`src/rtl/mux_ctrl_pkg.sv`:
```
package mux_ctrl_pkg;
   // ***************************************************
   // Timing
   // ***************************************************
   localparam int CLK_PERIOD_NS    = 100;
   localparam int LOW_REJECT_NS    = 1000;
   localparam int HIGH_REJECT_NS   = 500;
   localparam int IRQ_VALID_NS     = 4000;
   localparam int IRQ_RELEASE_NS   = 2000;
   localparam int LOW_REJECT_CYC   = (LOW_REJECT_NS + CLK_PERIOD_NS - 1) / CLK_PERIOD_NS;
   localparam int HIGH_REJECT_CYC  = (HIGH_REJECT_NS + CLK_PERIOD_NS - 1) / CLK_PERIOD_NS;
   localparam int IRQ_VALID_CYC    = IRQ_VALID_NS / CLK_PERIOD_NS;
   localparam int IRQ_RELEASE_CYC  = IRQ_RELEASE_NS / CLK_PERIOD_NS;
   // ***************************************************
   // Serial bus
   // ***************************************************
   localparam logic [3:0] ADDR_FIXED   = 4'hE;
   localparam logic [3:0] CTRL_RESET   = 4'h0;
   localparam int         CHAN_EN_BIT  = 2;
   localparam int         NUM_CHAN     = 4;
   // ***************************************************
   // AHB register map
   // ***************************************************
   localparam logic [7:0] OFS_CTRL     = 8'h00;
   localparam logic [7:0] OFS_STATUS   = 8'h04;
   localparam logic [7:0] OFS_MASK     = 8'h08;
   localparam int         STAT_W       = 6;
   localparam int         STAT_CHAN    = 0;
   localparam int         STAT_APPLIED = 4;
   localparam int         STAT_ADDRD   = 5;
   localparam logic [5:0] MASK_RESET   = 6'h00;
endpackage : mux_ctrl_pkg

```
`src/rtl/i2c_four_channel_mux_ctrl.sv`:
```
`timescale 1ns/1ps
module i2c_four_channel_mux_ctrl (
   input  wire logic        hclk,
   input  wire logic        hresetn,
   input  wire logic        hsel,
   input  wire logic [31:0] haddr,
   input  wire logic [1:0]  htrans,
   input  wire logic        hwrite,
   input  wire logic [2:0]  hsize,
   input  wire logic [31:0] hwdata,
   input  wire logic        hready,
   output logic [31:0]      hrdata,
   output logic             hreadyout,
   output logic             hresp,
   output logic             irq,
   input  wire logic        scl_in,
   input  wire logic        sda_in,
   output logic             sda_out,
   output logic             sda_oe,
   input  wire logic [2:0]  addr_select_pins,
   input  wire logic [3:0]  channel_irq_in,
   output logic [3:0]       downstream_channel_pairs,
   output logic             combined_irq_out,
   output logic             combined_irq_oe
);
   typedef enum logic [7:0] {
      ST_IDLE    = 8'h01,
      ST_ADDR    = 8'h02,
      ST_ADDR_AK = 8'h04,
      ST_WR_DATA = 8'h08,
      ST_WR_AK   = 8'h10,
      ST_RD_DATA = 8'h20,
      ST_RD_AK   = 8'h40,
      ST_IGNORE  = 8'h80
   } i2c_state_type;

   // ***************************************************
   // Pin synchronisers and bus conditions
   // ***************************************************
   logic [2:0] scl_sync_ff;
   logic [2:0] sda_sync_ff;
   logic [2:0] asel1_ff;
   logic [2:0] asel2_ff;
   logic       scl_rise;
   logic       scl_fall;
   logic       start_det;
   logic       stop_det;

   always_ff @(posedge hclk or negedge hresetn) begin
      if (!hresetn) begin
         scl_sync_ff <= 3'h7;
         sda_sync_ff <= 3'h7;
         asel1_ff    <= 3'h0;
         asel2_ff    <= 3'h0;
      end else begin
         scl_sync_ff <= {scl_sync_ff[1:0], scl_in};
         sda_sync_ff <= {sda_sync_ff[1:0], sda_in};
         asel1_ff    <= addr_select_pins;
         asel2_ff    <= asel1_ff;
      end
   end

   assign scl_rise  = scl_sync_ff[1] && !scl_sync_ff[2];
   assign scl_fall  = !scl_sync_ff[1] && scl_sync_ff[2];
   assign start_det = scl_sync_ff[1] && scl_sync_ff[2] && !sda_sync_ff[1] && sda_sync_ff[2];
   assign stop_det  = scl_sync_ff[1] && scl_sync_ff[2] && sda_sync_ff[1] && !sda_sync_ff[2];

   // ***************************************************
   // Channel interrupt filters
   // ***************************************************
   logic [3:0] irq_active;

   for (genvar i = 0; i < mux_ctrl_pkg::NUM_CHAN; i++) begin : g_filt
      chan_irq_filter #(
         .LOW_CYC  (mux_ctrl_pkg::LOW_REJECT_CYC),
         .HIGH_CYC (mux_ctrl_pkg::HIGH_REJECT_CYC)
      ) u_filt (
         .hclk       (hclk),
         .hresetn    (hresetn),
         .irq_pin_n  (channel_irq_in[i]),
         .irq_active (irq_active[i])
      );
   end

   logic comb_irq_ff;

   always_ff @(posedge hclk or negedge hresetn) begin
      if (!hresetn) begin
         comb_irq_ff <= 1'b0;
      end else begin
         comb_irq_ff <= |irq_active;
      end
   end

   assign combined_irq_out = 1'b0;
   assign combined_irq_oe  = comb_irq_ff;

   // ***************************************************
   // Serial slave state machine
   // ***************************************************
   i2c_state_type state_ff;
   logic [2:0]    bit_cnt_ff;
   logic          byte_done_ff;
   logic [7:0]    rx_ff;
   logic [7:0]    tx_ff;
   logic          rw_ff;
   logic          nack_ff;
   logic          drive_ff;
   logic [3:0]    ctrl_reg_ff;
   logic          wr_seen_ff;
   logic [3:0]    chan_en_ff;
   logic          addr_match;
   logic          applied_pulse;
   logic          addrd_pulse;
   logic [7:0]    rd_byte;

   assign addr_match = rx_ff[7:1] == {mux_ctrl_pkg::ADDR_FIXED, asel2_ff};
   assign rd_byte    = {irq_active, ctrl_reg_ff};

   always_ff @(posedge hclk or negedge hresetn) begin
      if (!hresetn) begin
         state_ff     <= ST_IDLE;
         bit_cnt_ff   <= 3'h0;
         byte_done_ff <= 1'b0;
         rx_ff        <= 8'h00;
         rw_ff        <= 1'b0;
      end else if (start_det) begin
         state_ff     <= ST_ADDR;
         bit_cnt_ff   <= 3'h0;
         byte_done_ff <= 1'b0;
      end else if (stop_det) begin
         state_ff <= ST_IDLE;
      end else if (scl_rise) begin
         if (state_ff == ST_ADDR || state_ff == ST_WR_DATA || state_ff == ST_RD_DATA) begin
            rx_ff        <= {rx_ff[6:0], sda_sync_ff[1]};
            bit_cnt_ff   <= bit_cnt_ff + 3'h1;
            byte_done_ff <= bit_cnt_ff == 3'h7;
         end
      end else if (scl_fall) begin
         case (state_ff)
            ST_ADDR: begin
               if (byte_done_ff) begin
                  byte_done_ff <= 1'b0;
                  rw_ff        <= rx_ff[0];
                  state_ff     <= addr_match ? ST_ADDR_AK : ST_IGNORE;
               end
            end
            ST_ADDR_AK: begin
               state_ff <= rw_ff ? ST_RD_DATA : ST_WR_DATA;
            end
            ST_WR_DATA: begin
               if (byte_done_ff) begin
                  byte_done_ff <= 1'b0;
                  state_ff     <= ST_WR_AK;
               end
            end
            ST_WR_AK: begin
               state_ff <= ST_WR_DATA;
            end
            ST_RD_DATA: begin
               if (byte_done_ff) begin
                  byte_done_ff <= 1'b0;
                  state_ff     <= ST_RD_AK;
               end
            end
            ST_RD_AK: begin
               state_ff <= nack_ff ? ST_IGNORE : ST_RD_DATA;
            end
            default: begin
               state_ff <= state_ff;
            end
         endcase
      end
   end

   // Read shifter and acknowledge sampling
   always_ff @(posedge hclk or negedge hresetn) begin
      if (!hresetn) begin
         tx_ff   <= 8'hFF;
         nack_ff <= 1'b1;
      end else if (scl_rise && state_ff == ST_RD_AK) begin
         nack_ff <= sda_sync_ff[1];
      end else if (scl_fall) begin
         if ((state_ff == ST_ADDR_AK && rw_ff) || (state_ff == ST_RD_AK && !nack_ff)) begin
            tx_ff <= rd_byte;
         end else if (state_ff == ST_RD_DATA && !byte_done_ff) begin
            tx_ff <= {tx_ff[6:0], 1'b1};
         end
      end
   end

   // Data line drive changes after a falling clock edge, and is released on a start or stop condition
   always_ff @(posedge hclk or negedge hresetn) begin
      if (!hresetn) begin
         drive_ff <= 1'b0;
      end else if (start_det || stop_det) begin
         drive_ff <= 1'b0;
      end else if (scl_fall) begin
         case (state_ff)
            ST_ADDR:    drive_ff <= byte_done_ff && addr_match;
            ST_ADDR_AK: drive_ff <= rw_ff && !rd_byte[7];
            ST_WR_DATA: drive_ff <= byte_done_ff;
            ST_RD_DATA: drive_ff <= !byte_done_ff && !tx_ff[6];
            ST_RD_AK:   drive_ff <= !nack_ff && !rd_byte[7];
            default:    drive_ff <= 1'b0;
         endcase
      end
   end

   assign sda_out = 1'b0;
   assign sda_oe  = drive_ff;

   // Control register: last byte of a write wins, upper nibble is not stored
   always_ff @(posedge hclk or negedge hresetn) begin
      if (!hresetn) begin
         ctrl_reg_ff <= mux_ctrl_pkg::CTRL_RESET;
         wr_seen_ff  <= 1'b0;
      end else if (scl_fall && state_ff == ST_WR_DATA && byte_done_ff) begin
         ctrl_reg_ff <= rx_ff[3:0];
         wr_seen_ff  <= 1'b1;
      end else if (stop_det || start_det) begin
         wr_seen_ff <= 1'b0;
      end
   end

   // Switch enables change only on a stop condition
   always_ff @(posedge hclk or negedge hresetn) begin
      if (!hresetn) begin
         chan_en_ff <= 4'h0;
      end else if (stop_det && wr_seen_ff) begin
         chan_en_ff <= ctrl_reg_ff[mux_ctrl_pkg::CHAN_EN_BIT] ?
                       4'(4'h1 << ctrl_reg_ff[1:0]) : 4'h0;
      end
   end

   assign downstream_channel_pairs = chan_en_ff;
   assign applied_pulse = stop_det && wr_seen_ff;
   assign addrd_pulse   = scl_fall && state_ff == ST_ADDR && byte_done_ff && addr_match;

   // ***************************************************
   // AHB-Lite slave with sticky status
   // ***************************************************
   logic        ahb_acc;
   logic        wr_pend_ff;
   logic [7:0]  wr_addr_ff;
   logic [31:0] hrdata_ff;
   logic [5:0]  status_ff;
   logic [5:0]  mask_ff;
   logic [3:0]  irq_prev_ff;
   logic [5:0]  stat_set;
   logic [5:0]  stat_clr;
   logic [31:0] rd_mux;

   assign ahb_acc  = hsel && hready && htrans[1];
   assign stat_set = {addrd_pulse, applied_pulse, irq_active & ~irq_prev_ff};
   assign stat_clr = (ahb_acc && !hwrite && haddr[7:0] == mux_ctrl_pkg::OFS_STATUS) ?
                     6'h3F : 6'h00;

   always_comb begin
      rd_mux = 32'h0000_0000;
      case (haddr[7:0])
         mux_ctrl_pkg::OFS_CTRL:   rd_mux = {24'h00_0000, rd_byte};
         mux_ctrl_pkg::OFS_STATUS: rd_mux = {26'h000_0000, status_ff};
         mux_ctrl_pkg::OFS_MASK:   rd_mux = {26'h000_0000, mask_ff};
         default:                  rd_mux = 32'h0000_0000;
      endcase
   end

   always_ff @(posedge hclk or negedge hresetn) begin
      if (!hresetn) begin
         wr_pend_ff <= 1'b0;
         wr_addr_ff <= 8'h00;
         hrdata_ff  <= 32'h0000_0000;
      end else begin
         wr_pend_ff <= ahb_acc && hwrite;
         if (ahb_acc) begin
            wr_addr_ff <= haddr[7:0];
         end
         if (ahb_acc && !hwrite) begin
            hrdata_ff <= rd_mux;
         end
      end
   end

   always_ff @(posedge hclk or negedge hresetn) begin
      if (!hresetn) begin
         mask_ff     <= mux_ctrl_pkg::MASK_RESET;
         status_ff   <= 6'h00;
         irq_prev_ff <= 4'h0;
      end else begin
         irq_prev_ff <= irq_active;
         status_ff   <= (status_ff & ~stat_clr) | stat_set;
         if (wr_pend_ff && wr_addr_ff == mux_ctrl_pkg::OFS_MASK) begin
            mask_ff <= hwdata[5:0];
         end
      end
   end

   assign hrdata    = hrdata_ff;
   assign hreadyout = 1'b1;
   assign hresp     = 1'b0;
   assign irq       = |(status_ff & mask_ff);

   // ***************************************************
   // Assertions
   // ***************************************************
   a_one_channel: assert property (@(posedge hclk) disable iff (!hresetn)
      $onehot0(chan_en_ff))
      else $error("more than one channel enabled");
   a_comb_follows: assert property (@(posedge hclk) disable iff (!hresetn)
      |irq_active |=> combined_irq_oe)
      else $error("combined interrupt not asserted");
   a_comb_release: assert property (@(posedge hclk) disable iff (!hresetn)
      $fell(|irq_active) |-> ##1 !combined_irq_oe)
      else $error("combined interrupt release late");
   a_ack_match: assert property (@(posedge hclk) disable iff (!hresetn)
      $rose(state_ff == ST_ADDR_AK) |-> $past(rx_ff[7:1]) ==
         {mux_ctrl_pkg::ADDR_FIXED, $past(asel2_ff)} && sda_oe)
      else $error("acknowledged wrong address");
   a_ignore_foreign: assert property (@(posedge hclk) disable iff (!hresetn)
      state_ff == ST_IGNORE |-> !sda_oe)
      else $error("data line driven for foreign traffic");
   a_byte_ack: assert property (@(posedge hclk) disable iff (!hresetn)
      $rose(state_ff == ST_WR_AK) |-> sda_oe && wr_seen_ff)
      else $error("written byte not acknowledged");
   a_sel_on_stop: assert property (@(posedge hclk) disable iff (!hresetn)
      $changed(chan_en_ff) |-> $past(stop_det))
      else $error("selection changed without stop");
   a_sel_decode: assert property (@(posedge hclk) disable iff (!hresetn)
      $past(stop_det && wr_seen_ff) |-> chan_en_ff == ($past(ctrl_reg_ff[2]) ?
         4'(4'h1 << $past(ctrl_reg_ff[1:0])) : 4'h0))
      else $error("channel decode wrong");
   a_last_byte: assert property (@(posedge hclk) disable iff (!hresetn)
      $rose(state_ff == ST_WR_AK) |-> ctrl_reg_ff == $past(rx_ff[3:0]))
      else $error("control register not last byte");
   a_irq_nibble: assert property (@(posedge hclk) disable iff (!hresetn)
      $rose(state_ff == ST_RD_DATA) |-> tx_ff[7:4] == $past(irq_active))
      else $error("read nibble not interrupt state");

   c_write_sel: cover property (@(posedge hclk) disable iff (!hresetn)
      $rose(chan_en_ff != 4'h0));
   c_read_byte: cover property (@(posedge hclk) disable iff (!hresetn)
      $rose(state_ff == ST_RD_AK));
   c_chan_irq: cover property (@(posedge hclk) disable iff (!hresetn)
      $rose(combined_irq_oe));
endmodule : i2c_four_channel_mux_ctrl

```
`src/rtl/chan_irq_filter.sv`:
```
`timescale 1ns/1ps
module chan_irq_filter #(
   parameter int LOW_CYC  = 10,
   parameter int HIGH_CYC = 5
) (
   input  wire logic hclk,
   input  wire logic hresetn,
   input  wire logic irq_pin_n,
   output logic      irq_active
);
   logic       sync1_ff;
   logic       sync2_ff;
   logic       active_ff;
   logic [7:0] run_ff;

   always_ff @(posedge hclk or negedge hresetn) begin
      if (!hresetn) begin
         sync1_ff <= 1'b1;
         sync2_ff <= 1'b1;
      end else begin
         sync1_ff <= irq_pin_n;
         sync2_ff <= sync1_ff;
      end
   end

   // Level must differ from the filtered state for a whole window before it flips
   always_ff @(posedge hclk or negedge hresetn) begin
      if (!hresetn) begin
         active_ff <= 1'b0;
         run_ff    <= 8'h00;
      end else if (sync2_ff == active_ff) begin
         if (!active_ff && run_ff == 8'(LOW_CYC - 1)) begin
            active_ff <= 1'b1;
            run_ff    <= 8'h00;
         end else if (active_ff && run_ff == 8'(HIGH_CYC - 1)) begin
            active_ff <= 1'b0;
            run_ff    <= 8'h00;
         end else begin
            run_ff <= run_ff + 8'h01;
         end
      end else begin
         run_ff <= 8'h00;
      end
   end

   assign irq_active = active_ff;

   // ***************************************************
   // Assertions
   // ***************************************************
   a_low_reject: assert property (@(posedge hclk) disable iff (!hresetn)
      $rose(active_ff) |-> $past(run_ff) == 8'(LOW_CYC - 1) && !$past(sync2_ff))
      else $error("filter asserted before low window elapsed");
   a_high_reject: assert property (@(posedge hclk) disable iff (!hresetn)
      $fell(active_ff) |-> $past(run_ff) == 8'(HIGH_CYC - 1) && $past(sync2_ff))
      else $error("filter released before high window elapsed");
endmodule : chan_irq_filter

```
`config.mk`:
```
export PLATFORM = sky130hd
export DESIGN_NAME = i2c_four_channel_mux_ctrl
export DESIGN_NICKNAME = d
export VERILOG_FILES = /design/src/rtl/mux_ctrl_pkg.sv /design/src/rtl/i2c_four_channel_mux_ctrl.sv /design/src/rtl/chan_irq_filter.sv
export SDC_FILE = /design/constraint.sdc
export NUM_CORES = 1
export LEC_CHECK = 0
export BUFFER_PORTS_ARGS = -buffer_cell sky130_fd_sc_hd__buf_2
export CORE_ASPECT_RATIO = 2
export CORE_MARGIN = 5
export CORE_UTILIZATION = 30
export DETAILED_ROUTE_END_ITERATION = 10
export GPL_TIMING_DRIVEN = 0
export HOLD_SLACK_MARGIN = 0.15
export PLACE_DENSITY_LB_ADDON = 0.15
export SLEW_MARGIN = 20
export SYNTH_ARGS = -nofsm -noshare
export SYNTH_HDL_FRONTEND = slang
export SYNTH_SLANG_ARGS = --single-unit
```
`constraint.sdc`:
```
create_clock -name hclk -period 2.25 [get_ports hclk]
set_clock_uncertainty 0.15 [all_clocks]
set_input_delay 0.1125 -clock hclk [delete_from_list [all_inputs] [get_ports hclk]]
set_output_delay 0.1125 -clock hclk [all_outputs]
set_load 0.01 [all_outputs]
```
==> results_dict.tcl <==
set metrics [dict create \
    status "finished, violations left" \
    violations "negative setup slack" \
    worst_slew_pin_slew_ns 0.587 \
    max_slew_margin 0.609 \
    gp_congestion 0.852 \
    cap_violations 0 \
    wl_mm 14.2 \
    cts-root-buf "clkbuf_16" \
    fmax_mhz 441 \
    path_clk_slew_ns 0.06 \
    hold_slack_ns 0.172 \
    synth_async_sr_flop_share 1.00 \
    setup_viol 8 \
    antenna_found_initial 0 \
    gr-total-overflow 0 \
    antenna_left 0 \
    io_buffers 42 \
    die-area_um2 23600 \
    reg2reg_depth 6 \
    nets 787 \
    syn-instance-count 560 \
    p_leak_nw 3.70 \
    die_h_um 212 \
    grt_pass1_wl_mm 23.2 \
    dr.pass1.iters 6 \
    vias 4485 \
    insertion_delay_ns 0.42 \
    io_pins 126 \
    fin_cells 965 \
    ys_seq_area_frac 0.530 \
    grt_max_degree 99 \
    cts_tree "built" \
    design.core.area_um2 20300 \
    p_sw_mw 1.50 \
    initial_core_util 0.303 \
    synth_top_cell_area_share 0.432 \
    cts_max_level 4 \
    cp.arrival_ns 2.42 \
    period_share 1.01 \
    synthMostInstantiatedCell "dfrtp_1" \
    drive_gt1_frac 0.263 \
    ys_ff_latch 129 \
    clockBufferDepth 2 \
    drc 0 \
    rows 74 \
    clkPwrFrac 0.471 \
    endpoint_kind "flop" \
    wl_per_cell_um 14.7 \
    worstSetupPathType "reg2reg" \
    post-synth-top-area-cell "dfrtp_1" \
    area_growth_pct 29.0 \
    ys.flop_type "dfrtp_1" \
    fillers 1979 \
    grt_usage 0.124 \
    post-route-util 0.391 \
    grt_pass1_vias 4651 \
    netlist_area_um2 6140 \
    dpl.hpwl_mm 10.1 \
    rsz0062_at_grt "yes" \
    dpl.cell_count 895 \
    tns_ns -0.128 \
    clock_sinks 129 \
    hold_depth 5 \
    synth_enable_flop_cells 0 \
    die_x_um 111 \
    cts_made_buffers 17 \
    hold_viol 0 \
    yosysWarningCount 0 \
    p_int_mw 4.89 \
    swShare 0.234 \
    hold_class "in2reg" \
    timing.final.ws_setup_ns -0.0188 \
    powerDensity_nw_per_um2 806 \
    combPwrFrac 0.109 \
    ys_top_cells_by_count "dfrtp_1, nor2_1, nand2_1" \
    required_ns 2.40 \
    seqPwrFrac 0.420 \
    antenna_cells 0 \
    slew_viol_final 0 \
    critPathLaunchType "flop" \
    via_per_inst 4.65 \
    yosysUniqueCellTypes 58 \
    ys_top_cells_by_area "dfrtp_1, dfstp_2, ha_1" \
    ir_worst_vdd_uv 451 \
    synth_area_per_cell_um2 11.0 \
    min_period_ns 2.27 \
    first_iter_violations 174 \
    crit_path_max_fanout 8 \
]
==> kinds of logic (layout without fill, tap and decap cells) <==
kind of cell               Yosys count  after routing  synth area share
xor gates and xnor gates            32             32            0.0456
DFF                                129            129             0.530
other                                2             28           0.00122
adders and majority gates           18             18            0.0367
AOI/OAI and AO/OA                   88             88            0.0976
buffers and inverters               71            184            0.0636
muxes                               38             38            0.0721
and+or+nand+nor                    182            182             0.153
==> per-stage QoR <==
stage,total power [mW],instance area (um2),setup WS (ns)
6_report,6.39,7920,-0.0188
3_5_place_dp,3.35,6820,-0.213
3_3_place_gp,3.32,6780,-0.839
2_1_floorplan,3.12,6240,0.0705
4_1_cts,6.50,7840,0.00219
5_1_grt,6.68,7920,-0.0756
==> worst paths after layout <==
check                                 start                   endpoint  slack, ns
worst max-delay path            state_ff[6]                   rx_ff[2]      -0.02
worst min-delay path               haddr[3]               status_ff[3]       0.17
worst max register to register  state_ff[6]                   rx_ff[2]      -0.02
worst min register to register  asel1_ff[2]                asel2_ff[2]       0.20
max in group asynchronous           hresetn  g_filt[0].u_filt.sync1_ff       0.77
min in group asynchronous           hresetn                state_ff[7]       0.66
==> per-layer routing <==
layer  vias up  share of wire  GRT usage
met5         -              0          0
met4         0          0.028     0.0605
met3        24          0.030     0.0313
met2        88           0.56      0.236
met1      2213           0.38      0.124
li1       2160              -          -
==> critical path: stages, from the launching register on <==
cell       delay (ns)
dfrtp_1          0.43
or4_4            0.56
a2111oi_4        0.31
and2_1           0.18
buf_6            0.13
nand2_8          0.08
mux2_4           0.31
==> power by group through the flow <==
stage | combinational (mW) | sequential, mW | clock [mW]
5_1_grt | 0.777 | 2.71 | 3.19
4_1_cts | 0.695 | 2.69 | 3.11
2_1_floorplan | 0.458 | 2.67 | 0
6_report | 0.694 | 2.69 | 3.01
3_3_place_gp | 0.601 | 2.72 | 0
3_5_place_dp | 0.626 | 2.73 | 0
==> repair_timing <==
item                                   CTS  global route
setup buffers                            2             8
setup endpoints to repair               26            37
endpoints found under the hold margin  144             0
hold buffers                            28             0
pin swaps                                0             7
gates resized for setup                 13             7
==> final cells by class <==
| cell class | instances | area, um2 | share of cell area |
|---|---|---|---|
| Sequential cell | 129 | 3260 | 0.411 |
| Timing Repair Buffer | 81 | 613 | 0.0774 |
| Clock inverter | 10 | 181 | 0.0229 |
| Multi-Input combinational cell | 386 | 2680 | 0.338 |
| Inverter | 28 | 105 | 0.0133 |
| Buffer | 43 | 288 | 0.0363 |
| Tap cell | 266 | 333 | 0.0420 |
| Clock buffer | 22 | 464 | 0.0586 |
==> registers in the layout, indices dropped and copies added, names as in the netlist, 6 cells and up <==
name and cells:
wr_addr_ff 8, hrdata 8, rx_ff 8, status_ff 6, tx_ff 7, mask_ff 6, state_ff 8, g_filt.u_filt.run_ff 32
==> layout by cell type, fill, tap and decap left out, types with 6 or more instances in the layout <==
cell type      Yosys  layout
a21oi_1            8       8
a22o_1             9       9
and3_1             8       8
buf_2              3      44
buf_4             28      38
clkbuf_1          10      11
clkbuf_16          0      17
conb_1             2      28
dfrtp_1          106     104
dfstp_2           23      23
dlygate4sd3_1      0      27
ha_1              18      18
inv_1             28      28
mux2_2            17      17
mux2_4             8       8
mux2i_1           12      12
nand2_1           38      38
nand3_1           28      27
nand4_1           12      12
nor2_1            49      47
nor2b_1            9       9
nor3_1             8       6
o21ai_0           23      23
o21ai_1           14      13
o2bb2ai_1          8       8
xnor2_1           13      13
xor2_1            19      19
(Power assumes the default switching activity.)
